==> src/hdl/pdc_pkg.sv <==
// constants for the presettable dual-clock up/down counter
// assumes one system clock; all pins sampled on clk_sys

package pdc_pkg;

	// ==========================================================
	// counter widths and limits
	localparam int CNT_W = 4;
	localparam logic [3:0] CNT_MIN = 4'h0;
	localparam logic [3:0] CNT_MAX_BCD = 4'h9;
	localparam logic [3:0] CNT_MAX_BIN = 4'hf;

	// ==========================================================
	// register map, byte addresses on a 32-bit bus
	localparam int ADDR_W = 4;
	localparam logic [3:0] OFS_CTRL = 4'h0;
	localparam logic [3:0] OFS_STATUS = 4'h4;
	localparam logic [3:0] OFS_COUNT_EV = 4'h8;

	// ctrl fields
	localparam int CTRL_BCD = 0;
	localparam int CTRL_SOFT_CLEAR = 1;
	localparam int CTRL_SOFT_LOAD = 2;
	localparam int CTRL_LDATA_LO = 4;
	localparam logic CTRL_BCD_RST = 1'h0;
	localparam logic [3:0] CTRL_LDATA_RST = 4'h0;

	// status fields
	localparam int ST_COUNT_LO = 0;
	localparam int ST_OVF_N = 4;
	localparam int ST_UNF_N = 5;
	localparam int ST_UP_LVL = 6;
	localparam int ST_DOWN_LVL = 7;
	localparam int ST_BCD = 8;

	// ==========================================================
	// terminal count of the selected variant
	function automatic logic [3:0] max_of(input logic bcd);
		max_of = bcd ? CNT_MAX_BCD : CNT_MAX_BIN;
	endfunction : max_of

endpackage : pdc_pkg

==> src/hdl/pdc_counter.sv <==
// presettable four-bit up/down counter with separate up and down clocks
// assumes pins synchronous to clk_sys and an avalon-mm master on the bus

`timescale 1ns/1ps
`default_nettype none

module pdc_counter (
	input wire logic clk_sys,
	input wire logic rst,
	// counter pins
	input wire logic up_clock,
	input wire logic down_clock,
	input wire logic count_clear,
	input wire logic parallel_load_n,
	input wire logic [3:0] load_data,
	output logic [3:0] count_q,
	output logic overflow_n,
	output logic underflow_n,
	// avalon-mm slave
	input wire logic [3:0] avs_address,
	input wire logic avs_read,
	input wire logic avs_write,
	input wire logic [31:0] avs_writedata,
	input wire logic [3:0] avs_byteenable,
	output logic [31:0] avs_readdata,
	output logic avs_waitrequest
);

	// ==========================================================
	// declarations
	logic up_q;
	logic up_rise;
	logic up_fall;
	logic down_q;
	logic down_rise;
	logic down_fall;
	logic [3:0] count_reg;
	logic [3:0] count_next;
	logic [3:0] count_inc;
	logic [3:0] count_dec;
	logic at_max;
	logic at_min;
	logic ovf_n_reg;
	logic unf_n_reg;
	logic bcd_reg;
	logic soft_clear_reg;
	logic soft_load_reg;
	logic [3:0] soft_ldata_reg;
	logic [15:0] event_cnt_reg;
	logic wait_reg;
	logic [31:0] rdata_reg;
	logic [31:0] rdata_next;
	logic clear_act;
	logic load_act;
	logic [3:0] load_val;
	logic step_up;
	logic step_down;
	logic bus_wr;
	logic bus_rd;

	// ==========================================================
	// count clock edges
	pdc_edge u_up_edge (
		.clk_sys(clk_sys),
		.rst(rst),
		.level_in(up_clock),
		.level_q(up_q),
		.rise(up_rise),
		.fall(up_fall)
	);

	pdc_edge u_down_edge (
		.clk_sys(clk_sys),
		.rst(rst),
		.level_in(down_clock),
		.level_q(down_q),
		.rise(down_rise),
		.fall(down_fall)
	);

	pdc_step u_step (
		.count(count_reg),
		.bcd(bcd_reg),
		.count_inc(count_inc),
		.count_dec(count_dec),
		.at_max(at_max),
		.at_min(at_min)
	);

	// ==========================================================
	// operation select
	// the other clock's level before this edge gates the step, so two
	// simultaneous rising edges give no count at all
	always_comb begin
		clear_act = count_clear | soft_clear_reg;
		load_act = ~parallel_load_n | soft_load_reg;
		// the pin load wins over a software load in the same cycle
		load_val = ~parallel_load_n ? load_data : soft_ldata_reg;
		step_up = up_rise & down_q & down_clock;
		step_down = down_rise & up_q & up_clock;
	end

	always_comb begin
		count_next = count_reg;
		if (clear_act) begin
			count_next = pdc_pkg::CNT_MIN;
		end else if (load_act) begin
			count_next = load_val;
		end else if (step_up) begin
			count_next = count_inc;
		end else if (step_down) begin
			count_next = count_dec;
		end
	end

	// ==========================================================
	// count state
	// clear and load act on the next clk_sys edge, independent of the
	// count clocks; this is the nearest a one-clock design gets
	always_ff @(posedge clk_sys) begin
		if (rst) begin
			count_reg <= pdc_pkg::CNT_MIN;
		end else begin
			count_reg <= count_next;
		end
	end

	// ==========================================================
	// terminal outputs
	always_ff @(posedge clk_sys) begin
		if (rst) begin
			ovf_n_reg <= 1'b1;
		end else if (clear_act || load_act || up_rise || step_down) begin
			ovf_n_reg <= 1'b1;
		end else if (up_fall && down_q && at_max) begin
			ovf_n_reg <= 1'b0;
		end
	end

	always_ff @(posedge clk_sys) begin
		if (rst) begin
			unf_n_reg <= 1'b1;
		end else if (clear_act || load_act || down_rise || step_up) begin
			unf_n_reg <= 1'b1;
		end else if (down_fall && up_q && at_min) begin
			unf_n_reg <= 1'b0;
		end
	end

	// a chained stage sees these as its clocks, so they only fall
	// mid-cycle and rise with the next count edge, or sooner on a clear or load
	assign overflow_n = ovf_n_reg;
	assign underflow_n = unf_n_reg;
	assign count_q = count_reg;

	// ==========================================================
	// step counter, visible to software
	always_ff @(posedge clk_sys) begin
		if (rst) begin
			event_cnt_reg <= 16'h0000;
		end else if (bus_wr && avs_address == pdc_pkg::OFS_COUNT_EV) begin
			event_cnt_reg <= 16'h0000;
		end else if (!clear_act && !load_act && (step_up || step_down)) begin
			event_cnt_reg <= 16'(event_cnt_reg + 16'h0001);
		end
	end

	// ==========================================================
	// bus handshake
	// every access waits exactly one cycle; a write lands on the edge
	// where the master sees waitrequest low
	assign bus_wr = avs_write & ~wait_reg;
	assign bus_rd = avs_read & ~wait_reg;

	always_ff @(posedge clk_sys) begin
		if (rst) begin
			wait_reg <= 1'b1;
		end else if ((avs_read || avs_write) && wait_reg) begin
			wait_reg <= 1'b0;
		end else begin
			wait_reg <= 1'b1;
		end
	end

	// ==========================================================
	// control register
	always_ff @(posedge clk_sys) begin
		if (rst) begin
			bcd_reg <= pdc_pkg::CTRL_BCD_RST;
			soft_clear_reg <= 1'b0;
			soft_ldata_reg <= pdc_pkg::CTRL_LDATA_RST;
		end else if (bus_wr && avs_address == pdc_pkg::OFS_CTRL &&
				avs_byteenable[0]) begin
			bcd_reg <= avs_writedata[pdc_pkg::CTRL_BCD];
			soft_clear_reg <= avs_writedata[pdc_pkg::CTRL_SOFT_CLEAR];
			soft_ldata_reg <= avs_writedata[pdc_pkg::CTRL_LDATA_LO +: 4];
		end
	end

	// soft load is a one-cycle pulse, never held
	always_ff @(posedge clk_sys) begin
		if (rst) begin
			soft_load_reg <= 1'b0;
		end else begin
			soft_load_reg <= bus_wr && avs_address == pdc_pkg::OFS_CTRL &&
				avs_byteenable[0] && avs_writedata[pdc_pkg::CTRL_SOFT_LOAD];
		end
	end

	// ==========================================================
	// read data
	always_comb begin
		rdata_next = 32'h00000000;
		case (avs_address)
			pdc_pkg::OFS_CTRL: begin
				rdata_next[pdc_pkg::CTRL_BCD] = bcd_reg;
				rdata_next[pdc_pkg::CTRL_SOFT_CLEAR] = soft_clear_reg;
				rdata_next[pdc_pkg::CTRL_LDATA_LO +: 4] = soft_ldata_reg;
			end
			pdc_pkg::OFS_STATUS: begin
				rdata_next[pdc_pkg::ST_COUNT_LO +: 4] = count_reg;
				rdata_next[pdc_pkg::ST_OVF_N] = ovf_n_reg;
				rdata_next[pdc_pkg::ST_UNF_N] = unf_n_reg;
				rdata_next[pdc_pkg::ST_UP_LVL] = up_q;
				rdata_next[pdc_pkg::ST_DOWN_LVL] = down_q;
				rdata_next[pdc_pkg::ST_BCD] = bcd_reg;
			end
			pdc_pkg::OFS_COUNT_EV: begin
				rdata_next[15:0] = event_cnt_reg;
			end
			default: begin
				rdata_next = 32'h00000000;
			end
		endcase
	end

	// data is loaded as waitrequest drops, so it stands at the edge
	// where the master samples it
	always_ff @(posedge clk_sys) begin
		if (rst) begin
			rdata_reg <= 32'h00000000;
		end else if (avs_read && wait_reg) begin
			rdata_reg <= rdata_next;
		end
	end

	assign avs_readdata = rdata_reg;
	assign avs_waitrequest = wait_reg;

	// bus_rd marks the completing read cycle; kept for symmetry with writes
	logic unused_rd;
	assign unused_rd = bus_rd;

endmodule : pdc_counter

`default_nettype wire

==> src/hdl/pdc_edge.sv <==
// edge finder for one count clock pin
// assumes the pin is already synchronous to clk_sys and idles high

`timescale 1ns/1ps
`default_nettype none

module pdc_edge (
	input wire logic clk_sys,
	input wire logic rst,
	input wire logic level_in,
	output logic level_q,
	output logic rise,
	output logic fall
);

	// ==========================================================
	// previous level; resets high so an idle pin gives no edge
	always_ff @(posedge clk_sys) begin
		if (rst) begin
			level_q <= 1'b1;
		end else begin
			level_q <= level_in;
		end
	end

	assign rise = level_in & ~level_q;
	assign fall = ~level_in & level_q;

endmodule : pdc_edge

`default_nettype wire

==> src/hdl/pdc_step.sv <==
// next-count arithmetic for both variants
// assumes the caller decides whether a step happens at all

`timescale 1ns/1ps
`default_nettype none

module pdc_step (
	input wire logic [3:0] count,
	input wire logic bcd,
	output logic [3:0] count_inc,
	output logic [3:0] count_dec,
	output logic at_max,
	output logic at_min
);

	// ==========================================================
	// wrap arithmetic
	logic [3:0] top;

	always_comb begin
		top = pdc_pkg::max_of(bcd);
		at_max = (count == top);
		at_min = (count == pdc_pkg::CNT_MIN);
		// bcd codes above nine also step back to zero going up
		if (count >= top) begin
			count_inc = pdc_pkg::CNT_MIN;
		end else begin
			count_inc = 4'(count + 4'h1);
		end
		if (at_min) begin
			count_dec = top;
		end else begin
			count_dec = 4'(count - 4'h1);
		end
	end

endmodule : pdc_step

`default_nettype wire

==> config.mk <==
export PLATFORM = sky130hd
export DESIGN_NAME = pdc_counter
export DESIGN_NICKNAME = d
export VERILOG_FILES = /design/src/hdl/pdc_pkg.sv /design/src/hdl/pdc_counter.sv /design/src/hdl/pdc_edge.sv /design/src/hdl/pdc_step.sv
export SDC_FILE = /design/constraint.sdc
export NUM_CORES = 1
export LEC_CHECK = 0
export BUFFER_PORTS_ARGS = -buffer_cell sky130_fd_sc_hd__buf_4
export CORE_MARGIN = 2
export CORE_UTILIZATION = 40
export CTS_CLUSTER_DIAMETER = 30
export DETAILED_ROUTE_END_ITERATION = 6
export PLACE_DENSITY = 0.79
export SKIP_CTS_REPAIR_TIMING = 1
export SLEW_MARGIN = 20
export SYNTH_ARGS = -nofsm -noshare
export SYNTH_HDL_FRONTEND = slang
export SYNTH_HIERARCHICAL = 1
export SYNTH_SLANG_ARGS = --single-unit
export TNS_END_PERCENT = 100
==> constraint.sdc <==
create_clock -name clk_sys -period 3 [get_ports clk_sys]
set_input_delay 0.75 -clock clk_sys [delete_from_list [all_inputs] [get_ports clk_sys]]
set_output_delay 0.75 -clock clk_sys [all_outputs]
set_load 0.02 [all_outputs]
; After elaboration in Yosys (flattened, before gate mapping)
; Cells that the tools add are included.
; W data, S select, Z words.
[word_totals]
reg_bits = 48
inputBits = 52
out_inout_bits = 39
elab_cells = 77
[op_classes]
addsub = 3
magnitude_cmp = 1
eq_ne = 3
n_mux = 13
bitwise_logic = 17
reduce_logical = 28
[ops]
columns = operator, n
row1 = $mux W4, 6
row2 = $add A16 B1 Y16 const B, 1
row3 = $logic_and A1 B1 Y1, 12
row4 = $pmux W4 S3, 1
row5 = $and A1 B1 Y1, 9
row6 = $logic_not A4 Y1, 2
row7 = $reduce_or A2 Y1, 4
row8 = $logic_or A1 B1 Y1, 7
row9 = $mux W7, 1
row10 = $not A1 Y1, 6
row11 = $pmux W2 S3, 1
row12 = $add A4 B1 Y4 const B, 1
row13 = $eq A4 B3 Y1 const B, 1
row14 = $eq A4 B4 Y1, 1
row15 = $eq A4 B4 Y1 const B, 1
row16 = $ge A4 B4 Y1, 1
row17 = $pmux W2 S2, 1
row18 = $sub A4 B1 Y4 const B, 1
row19 = $mux W3, 1
row20 = $reduce_bool A3 Y1, 1
row21 = $logic_not A1 Y1, 2
row22 = $or A1 B1 Y1, 2
row23 = $pmux W1 S2, 1
row24 = $mux W1, 1

; Depth between registers and ports, before layout
; Gate-level depths: netlist of the first run.
[depth]
word_depth = 7
mapped_depth = 6
mapped_depth_nobuf = 6

; Hierarchy
; The synthesis of the first run kept the hierarchy.
[by_module_without_submodules]
columns = module, n_inst, cells_per_inst, area_per_inst_um2, seq_area_each_um2
row1 = pdc_counter, 1, 255, 2248.4, 920.9
row2 = pdc_step, 1, 27, 219.0, 0.0
row3 = pdc_edge, 2, 4, 40.0, 20.0

; Least setup slack after synthesis of the first run
; Ideal clock, no wire load.
[synth_path]
path_kind = input -> register
startpoint = input count_clear
endpoint = register event_cnt_reg[15]
setup_ps = 70
t_arrival_ps = 2444
t_required_ps = 2930
slack_ps = 486
path_stages = 5
path_buffers = 1
cell_sequence = or4b_4 a2111o_1 buf_6 or4_1 a21oi_1
[synth_between]
elab_chain_len = 4
[synth_rtl]
columns = element, line
row1 = from (decl), pdc_counter.sv:13  ; input wire logic count_clear,
row2 = $or A1 B1 Y1, pdc_counter.sv:95  ; clear_act = count_clear | soft_clear_reg;
row3 = $logic_not A1 Y1, pdc_counter.sv:163  ; end else if (!clear_act && !load_act && (step_up || step_down)) begin
row4 = $logic_and A1 B1 Y1 (2 in a row), pdc_counter.sv:163
row5 = to (signal assigned), pdc_counter.sv:164  ; event_cnt_reg <= 16'(event_cnt_reg + 16'h0001);
row6 = to (decl), pdc_counter.sv:49  ; logic [15:0] event_cnt_reg;
; Every way passes these cells.
; A chain may end at the register's enable or synchronous reset.

; Final worst setup path of the first run
[layout_path]
startpoint = input parallel_load_n
endpoint = register event_cnt_reg[12]
[layout_between]
elab_chain_len = 5
[layout_rtl]
columns = element, line
row1 = from (decl), pdc_counter.sv:14  ; input wire logic parallel_load_n,
row2 = $not A1 Y1, --
row3 = $or A1 B1 Y1, pdc_counter.sv:96  ; load_act = ~parallel_load_n | soft_load_reg;
row4 = $logic_not A1 Y1, pdc_counter.sv:163
row5 = $logic_and A1 B1 Y1 (2 in a row), pdc_counter.sv:163
; Every way passes these cells.

==> impl_results.md, run 1 <==
- Final ANT Viol Nets: 0
- Global placement routability congestion: 0.853
- Setup-failing EPs final: 0
- CP required: 3.23 ns
- Sequential-to-total area share from yosys stat: 0.377
- Worst Skew: 0.00880 ns
- Register-to-Register Path Depth: 4
- CP Launch Type: input port
- Cells after synthesis: 290
- Synth area leader: dfxtp_1
- Pwr/cell area: 432 nW/um^2
- CTS max path bufs: 2
- Worst hold path type: flop to flop
- Crit end category: flop
- Leak Pwr: 1.20 nW
- Utilization after layout: 0.480
- 1st-pass router iterations: 4
- Max transition margin: 0.561
- Rows: 29
- Worst reg2reg path startpoint: soft_load_reg
- Hold path cells: 1
- Yosys reg bits: 48
- FMAX: 409 MHz
- Most used DFF post-synth: dfxtp_1
- Routed len/inst: 14.8 microns
- Gr usage total: 0.173
- Layout cell share with drive strength beyond 1: 0.192
- Clk slew on worst S/H paths: 0.09 ns
- Syn_area_per_cell: 8.78 sq um
- Final Hold Vio Count: 0
- Initial antenna violation count: 0
- Reg2reg setup slack: 0.66 ns
- Synth warn: 6
- Initial Utilization: 0.408
- Number of diodes: 0
- Critical path type: input port to flop
- Slowest-stage cell, CP: a2111o_1
- Status: finished clean
- CP max FO: 14
- CTS tree: built
- Pre-CTS setup slack: 0.242 ns
- GRT overflow: 0
- Most common cell after layout, fill and taps aside: buf_4
- Core Region: 6240 sq um
- Number of flops mapped to enable cells by yosys: 0
- Global-route wire length before repair: 10100 microns
- Number of I/O port buffers: 46
- Clock sink count: 48
- Hpwl dp: 4420 microns
- Post-synth cell types: 46
- RR Endpoint: event_cnt_reg[12]
- # IOs: 91
- Final worst path period need: 2.45 ns
- H-tree depth: 2
- Die area: 7020 sq um
- Area contributors post-synth: dfxtp_1 38%, mux2i_1 5.9%, buf_4 5.0%, nor2_1 5.0%, a22oi_1 4.7%
- Routed WL: 6070 microns
- Largest net degree at the start of global routing: 28
- Clk Latency, worst-skew pair: 0.31 ns
- Cell Area, Synth: 2550 sq um
- DRC Markers: 0
- Worst-path cell chain: buf_4 > or4b_4 > a2111o_1 > or4_1 > a21oi_1
- Setup WS post-layout: 0.553 ns
- Max Slew Vio Count: 0
- Root buffer cell: clkbuf_8
- Critical Path Start: parallel_load_n
- Final worst path period share: 0.816
- Via density: 5.58
- Post-synth top area share: 0.377
- CTS buffer count: 5
- Nets: 390
- Most frequent cells in the layout: 49 x buf_4, 48 x dfxtp_1, 34 x nor2_1
- Critical path endpoint: event_cnt_reg[12]
- Vias in the first global route: 2143
- RSZ-0062 raised after global routing: false
- Setup TNS: 0 ns
- Share of synthesized registers carrying an async set or reset: 0
- Chip Width: 83.8 microns
- Maximum VDD drop: 0.000266 V
- Die height: 83.8 microns
- Syn-to-layout area delta: 17.6%
- Vias: 2292
- Max Cap Viol: 0
- Actual slew at the worst max-slew pin: 0.658 ns
- Worst EP arrival: 2.68 ns
- Initial DRC count: 155
- Max incr delay on CP: 0.57 ns
==> Yosys cell counts, drive strengths merged, types with 4 or more instances <==
master   instances
ha               5
dfxtp           48
o2bb2ai          6
clkbuf           7
nor2            35
or4              8
o21ai            9
a22oi           16
and3             4
a21oi           11
nand3           14
nand2           18
o221ai           4
mux2i           15
inv             10
buf             21
a221oi           4
o31ai           10
xnor2            4
nor2b            5
==> cell families (layout without fill, tap and decap cells) <==
kind of cell	Yosys count	after routing	share of synthesized area
muxes	15	15	0.0589
buffers and inverters	38	67	0.0904
and+or+nand+nor	105	105	0.220
adders and majority gates	5	5	0.0246
xor gates and xnor gates	7	7	0.0241
DFF	48	48	0.377
AOI/OAI and AO/OA	71	71	0.204
other	1	16	0.00147
==> stage by stage <==
stage | total power, mW | hold slack, ns | cell area, sq um | cells
2_1_floorplan | 0.775 | 0.449 | 2600 | 305
3_3_place_gp | 0.805 | 0.425 | 2880 | 403
3_5_place_dp | 0.808 | 0.440 | 2880 | 403
4_1_cts | 1.30 | 0.462 | 3000 | 411
5_1_grt | 1.33 | 0.505 | 3000 | 411
6_report | 1.30 | 0.458 | 3000 | 411
==> worst min-delay path by stage <==
stage | slack (ns) | end | from
6_report | 0.46 | avs_waitrequest | avs_waitrequest
3_3_place_gp | 0.42 | avs_waitrequest | avs_waitrequest
3_5_place_dp | 0.44 | avs_waitrequest | avs_waitrequest
4_1_cts | 0.46 | avs_waitrequest | avs_waitrequest
2_1_floorplan | 0.45 | event_cnt_reg[15] | event_cnt_reg[15]
5_1_grt | 0.50 | avs_waitrequest | avs_waitrequest
==> per-layer routing <==
layer	GRT usage	wire length, microns	vias to the layer above
li1	-	-	1122
met1	0.234	2780	1067
met2	0.281	2800	93
met3	0.0287	398	10
met4	0.0601	95	0
met5	0	0	-
==> critical path: cells and delay by family <==
kind | cells | cell delay [ns]
and+or+nand+nor | 2 | 1.07
AOI/OAI and AO/OA | 2 | 0.71
buffers and inverters | 1 | 0.15
==> where the power goes <==
group | internal [mW] | leakage [nW] | switching [mW]
Combinational | 0.0555 | 0.754 | 0.0837
Sequential | 0.643 | 0.388 | 0.0130
Clock | 0.273 | 0.0614 | 0.227
==> cell type report <==
cell class                      count  area [sq um]
Clock buffer                        6          82.6
Clock inverter                      2          38.8
Fill cell                         590          3240
Inverter                           10          37.5
Multi-Input combinational cell    219          1410
Sequential cell                    48           961
Tap cell                           77          96.3
Timing Repair Buffer               49           368
Note: power is estimated with default switching activity, not from simulation.
==> run 2, diff against run 1 <==
--- a/config.mk
+++ b/config.mk
@@ -10,7 +10,7 @@
 export CORE_UTILIZATION = 40
 export CTS_CLUSTER_DIAMETER = 30
 export DETAILED_ROUTE_END_ITERATION = 6
-export PLACE_DENSITY = 0.79
+export PLACE_DENSITY = 0.81
 export SKIP_CTS_REPAIR_TIMING = 1
 export SLEW_MARGIN = 20
 export SYNTH_ARGS = -nofsm -noshare
==> constraint.sdc (replaced) <==
create_clock -name clk_sys -period 2 [get_ports clk_sys]
set_input_delay 0.5 -clock clk_sys [delete_from_list [all_inputs] [get_ports clk_sys]]
set_output_delay 0.5 -clock clk_sys [all_outputs]
set_load 0.02 [all_outputs]
==> impl_results.md, run 2 (same netlist as run 1, synthesis figures left out) <==
- Status: finished, violations left
- Failing checks: negative setup slack
- Register-to-Register Path Depth: 5 (+1)
- Fill count: 564 (-4.4%)
- Critical path type: input port to flop
- Worst hold path type: input port to flop
- Setup WS post-layout: -0.0716 ns (-0.625 ns)
- Final worst path period share: 1.04
- Die area: 7020 sq um (unchanged)
- Worst reg2reg path startpoint: soft_load_reg
- Vias in the first global route: 2339 (+9.1%)
- Worst-path cell chain: buf_4 > or4b_4 > a2111o_2 > buf_4 > o31ai_2 > a21oi_2
- Nets: 416 (+6.7%)
- Chip Width: 83.8 microns (unchanged)
- Final Hold Vio Count: 0 (unchanged)
- Critical Path Start: count_clear
- Initial Utilization: 0.408 (unchanged)
- Comb pwr share: 0.114 (+0.007)
- RR Endpoint: event_cnt_reg[13]
- Core Region: 6240 sq um (unchanged)
- Leak Pwr: 1.35 nW (+13%)
- CP required: 2.20 ns (-1.03 ns)
- Actual slew at the worst max-slew pin: 0.507 ns (-0.150 ns)
- Die height: 83.8 microns (unchanged)
- Layout cell share with drive strength beyond 1: 0.286 (+0.0945)
- Number of I/O port buffers: 46 (unchanged)
- DRC Markers: 0 (unchanged)
- Global-route wire length before repair: 11000 microns (+8.2%)
- Routed WL: 6850 microns (+13%)
- Psw: 480 uW (+48%)
- Cell count along the critical path: 6 (+1)
- Hpwl dp: 4860 microns (+10%)
- Reg area: 962 sq um (+0.13%)
- Rows: 29 (unchanged)
- CTS tree: built
- Initial DRC count: 285 (+84%)
- Vias: 2459 (+7.3%)
- Global placement routability congestion: 0.930 (+8.9%)
- Max Cap Viol: 0 (unchanged)
- Hold path cells: 2 (+1)
- Worst EP arrival: 2.27 ns (-0.41 ns)
- Clock share of power: 0.437 (+0.051)
- Max incr delay on CP: 0.56 ns (about the same)
- Routed len/inst: 15.7 microns (+6.1%)
- Clk slew on worst S/H paths: 0.09 ns (about the same)
- CTS max path bufs: 2 (unchanged)
- Crit path max-delay family: compound AO/OA/AOI/OAI gates
- Sw Share: 0.221 (-0.0294)
- H-tree depth: 2 (unchanged)
- Maximum VDD drop: 0.000342 V (+28%)
- Final std cells w/o fill: 437 (+6.3%)
- WHS Endpoint: soft_ldata_reg[2]
- Most frequent cells in the layout: 74 x buf_4, 47 x dfxtp_1, 34 x nor2_1
- Initial antenna violation count: 0 (unchanged)
- FMAX: 483 MHz
- Worst Skew: 0.00622 ns (-0.00258 ns)
- Internal: 1.69 mW (+74%)
- CP Launch Type: input port
- Largest net degree at the start of global routing: 21 (-25%)
- Most frequent CP cell: buf_4
- Setup TNS: -0.290 ns (-0.290 ns)
- Reg2reg setup slack: -0.06 ns (-0.72 ns)
- Most common cell after layout, fill and taps aside: buf_4
- Clk Latency, worst-skew pair: 0.30 ns (about the same)
- 1st-pass router iterations: 4 (unchanged)
- CP bufs+invs: 2 (+1)
- CTS buffer count: 5 (unchanged)
- Max transition margin: 0.661 (+0.100)
- Placed Cells: 428 (+6.2%)
- Final ANT Viol Nets: 0 (unchanged)
- Via density: 5.63 (+0.90%)
- Area of the multi-input gates: 1490 sq um (+5.3%)
- Min-delay src: rst
- Number of diodes: 0 (unchanged)
- Pwr/cell area: 659 nW/um^2 (+53%)
- Gr usage total: 0.189 (+0.0154)
- Slowest-stage cell, CP: or4b_4
- Crit end category: flop
- RSZ-0062 raised after global routing: true
- Sequential power share: 0.449 (-0.057)
- GRT overflow: 0 (unchanged)
- Root buffer cell: clkbuf_8
- Setup-failing EPs final: 6 (+6)
- Syn-to-layout area delta: 29.5%
- Max Slew Vio Count: 0 (unchanged)
- Clock sink count: 48 (unchanged)
- CP max FO: 7 (-7)
- Final worst path period need: 2.07 ns
- # IOs: 91 (unchanged)
run 2: changes by cell type in the layout (fill, tap and decap cells not counted), moves of 2 or more:
cell | before | now
a21oi_1 | 11 | 6
a21oi_2 | 0 | 5
buf_4 | 49 | 74
bufinv_16 | 1 | 3
o31ai_1 | 10 | 8
or4_1 | 8 | 4
or4_4 | 0 | 4
run 2: layout make-up:
type,instances,share of cell area
timing repair buffer,74,0.168
clock buffer,5,0.0209
clock inverter,3,0.0273
multi-input combinational,220,0.451
tap,77,0.0292
inverter,10,0.0114
sequential,48,0.292
run 2: power by group through the flow:
stage	registers (mW)	clock network, mW	logic (mW)
2_1_floorplan	1.01	0	0.155
3_3_place_gp	0.998	0	0.235
3_5_place_dp	0.999	0	0.239
4_1_cts	0.977	0.958	0.242
5_1_grt	0.979	0.993	0.268
6_report	0.977	0.951	0.247
run 2: stage by stage:
stage	util	hold WS, ns	instance area, sq um	setup WS [ns]	total power, mW
5_1_grt	0.528	0.406	3300	-0.125	2.24
4_1_cts	0.517	0.407	3230	-0.0731	2.18
2_1_floorplan	-	0.453	2610	-0.142	1.16
3_3_place_gp	0.492	0.424	3070	-0.279	1.23
6_report	0.528	0.409	3300	-0.0716	2.17
3_5_place_dp	0.492	0.461	3070	-0.325	1.24
run 2: per-layer routing:
layer,vias to the layer above,global-route usage,share of wire
met1,1169,0.252,0.43
li1,1177,-,-
met3,16,0.0336,0.063
met4,0,0.0572,0.023
met5,-,0,0
met2,97,0.311,0.48
run 2: how the worst max path moves through the flow:
stage / slack, ns / endpoint
floorplan: -0.14 / event_cnt_reg[15]
global placement: -0.28 / event_cnt_reg[15]
detailed placement: -0.32 / event_cnt_reg[15]
CTS: -0.07 / event_cnt_reg[15]
global route: -0.12 / event_cnt_reg[13]
finish: -0.07 / event_cnt_reg[13]
==> run 3, diff against run 2 <==
--- a/config.mk
+++ b/config.mk
@@ -10,7 +10,7 @@
 export CORE_UTILIZATION = 40
 export CTS_CLUSTER_DIAMETER = 30
 export DETAILED_ROUTE_END_ITERATION = 6
-export PLACE_DENSITY = 0.81
+export PLACE_DENSITY = 0.79
 export SKIP_CTS_REPAIR_TIMING = 1
 export SLEW_MARGIN = 20
 export SYNTH_ARGS = -nofsm -noshare
==> constraint.sdc (replaced) <==
create_clock -name clk_sys -period 2.6 [get_ports clk_sys]
set_input_delay 0.65 -clock clk_sys [delete_from_list [all_inputs] [get_ports clk_sys]]
set_output_delay 0.65 -clock clk_sys [all_outputs]
set_load 0.1 [all_outputs]
==> impl_results.md, run 3 (same netlist as run 1, synthesis figures left out) <==
- Number of I/O port buffers: 46 (unchanged)
- Pwr/cell area: 512 nW/um^2 (-22%)
- Actual slew at the worst max-slew pin: 0.588 ns (+0.0804 ns)
- Maximum VDD drop: 0.000395 V (+16%)
- Clk slew on worst S/H paths: 0.08 ns (about the same)
- RR Endpoint: event_cnt_reg[11]
- CP bufs+invs: 1 (-1)
- Nets: 398 (-4.3%)
- Global-route wire length before repair: 9870 microns (-10%)
- Global placement routability congestion: 0.862 (-7.3%)
- RSZ-0062 raised after global routing: false
- Setup-failing EPs final: 0 (-6)
- Gr usage total: 0.168 (-0.0211)
- Pre-CTS setup slack: 0.0158 ns (+0.341 ns)
- Critical path type: input port to flop
- 1st-pass router iterations: 4 (unchanged)
- Reg2reg setup slack: 0.33 ns (+0.39 ns)
- FMAX: 438 MHz
- # IOs: 91 (unchanged)
- Register-to-Register Path Depth: 4 (-1)
- CTS max path bufs: 2 (unchanged)
- Die height: 83.8 microns (unchanged)
- Clk Latency, worst-skew pair: 0.30 ns (about the same)
- CP required: 2.82 ns (+0.62 ns)
- Cell count along the critical path: 5 (-1)
- Most common cell after layout, fill and taps aside: buf_4
- Reg area: 961 sq um (-0.13%)
- Clock sink count: 48 (unchanged)
- Max incr delay on CP: 0.56 ns (about the same)
- Max Cap Viol: 0 (unchanged)
- Core Region: 6240 sq um (unchanged)
- CTS buffer count: 5 (unchanged)
- Final worst path period need: 2.29 ns
- Root buffer cell: clkbuf_8
- Largest net degree at the start of global routing: 28 (+33%)
- Initial antenna violation count: 0 (unchanged)
- Max Slew Vio Count: 0 (unchanged)
- Chip Width: 83.8 microns (unchanged)
- Die area: 7020 sq um (unchanged)
- Fill count: 589 (+4.4%)
- Setup TNS: 0 ns (+0.290 ns)
- Final ANT Viol Nets: 0 (unchanged)
- Routed len/inst: 13.8 microns (-12%)
- Leak Pwr: 1.23 nW (-9.0%)
- Critical path endpoint: event_cnt_reg[11]
- Crit path max-delay family: simple AND/OR/NAND/NOR gates
- Worst EP arrival: 2.51 ns (+0.24 ns)
- Max transition margin: 0.607 (-0.0536)
- Status: finished clean
- Via density: 5.48 (-2.6%)
- Layout cell share with drive strength beyond 1: 0.208 (-0.0785)
- Crit end category: flop
- CP Launch Type: input port
- Vias in the first global route: 2103 (-10%)
- GRT overflow: 0 (unchanged)
- Final Hold Vio Count: 0 (unchanged)
- Setup WS post-layout: 0.315 ns (+0.386 ns)
- Initial DRC count: 193 (-32%)
- Rows: 29 (unchanged)
- Number of diodes: 0 (unchanged)
- Area of the multi-input gates: 1410 sq um (-5.0%)
- H-tree depth: 2 (unchanged)
- Post-route cell area: 3040 sq um (-7.7%)
- CP max FO: 12 (+5)
- Syn-to-layout area delta: 19.4%
- Worst Skew: 0.00871 ns (+0.00249 ns)
- DRC Markers: 0 (unchanged)
- Routed WL: 5780 microns (-16%)
- Slowest-stage cell, CP: a2111o_1
- Vias: 2297 (-6.6%)
- DP Area: 2940 sq um (-4.3%)
- CTS tree: built
- Worst reg2reg path startpoint: soft_load_reg
- Most frequent cells in the layout: 57 x buf_4, 48 x dfxtp_1, 34 x nor2_1
- Critical Path Start: count_clear
- Worst hold path type: flop to flop
- Hpwl dp: 4470 microns (-8.0%)
- Final worst path period share: 0.879
- Worst-path cell chain: buf_4 > or4b_4 > a2111o_1 > or4_1 > a21oi_1
- Initial Utilization: 0.408 (unchanged)
run 3: cell types whose count changed in the layout (fill, tap and decap cells not counted), sizes merged:
| cell | previous run | this run |
|---|---|---|
| buf | 74 | 57 |
| bufinv | 3 | 1 |
| a2111o | 2 | 1 |
| clkbuf | 5 | 6 |
| clkinv | 0 | 1 |
run 3: worst min-delay path by stage:
stage	from	to	slack, ns	depth (start not counted)
2_1_floorplan	event_cnt_reg[15]	event_cnt_reg[15]	0.45	2
3_3_place_gp	avs_waitrequest	avs_waitrequest	0.42	1
3_5_place_dp	avs_waitrequest	avs_waitrequest	0.44	1
4_1_cts	avs_waitrequest	avs_waitrequest	0.46	1
5_1_grt	avs_waitrequest	avs_waitrequest	0.51	1
6_report	avs_waitrequest	avs_waitrequest	0.45	1
run 3: per-stage QoR:
stage | total power, mW | cells | utilization | hold WS (ns)
after global routing | 1.61 | 419 | 0.488 | 0.510
final | 1.56 | 419 | 0.488 | 0.454
after floorplan | 1.01 | 305 | - | 0.449
after CTS | 1.57 | 419 | 0.488 | 0.459
after detailed placement | 1.05 | 411 | 0.470 | 0.439
after global placement | 1.04 | 411 | 0.470 | 0.425
run 3: layer usage:
layer,global-route usage,part of all wire,vias to the layer above
li1,-,-,1138
met1,0.233,0.47,1072
met2,0.265,0.46,81
met3,0.0366,0.067,6
met4,0.0440,0.011,0
met5,0,0,-
run 3: area by class of cell:
class                   count  area share
inverters                  10      0.0123
clock inverters             2      0.0115
well taps                  77      0.0317
repair buffers             57       0.141
multi-input cells         219       0.464
flip-flops and latches     48       0.316
clock buffers               6      0.0238
run 3: power breakdown:
group / internal, mW / switching, mW
clock network: 0.286 / 0.241
registers: 0.742 / 0.0127
logic: 0.0677 / 0.208
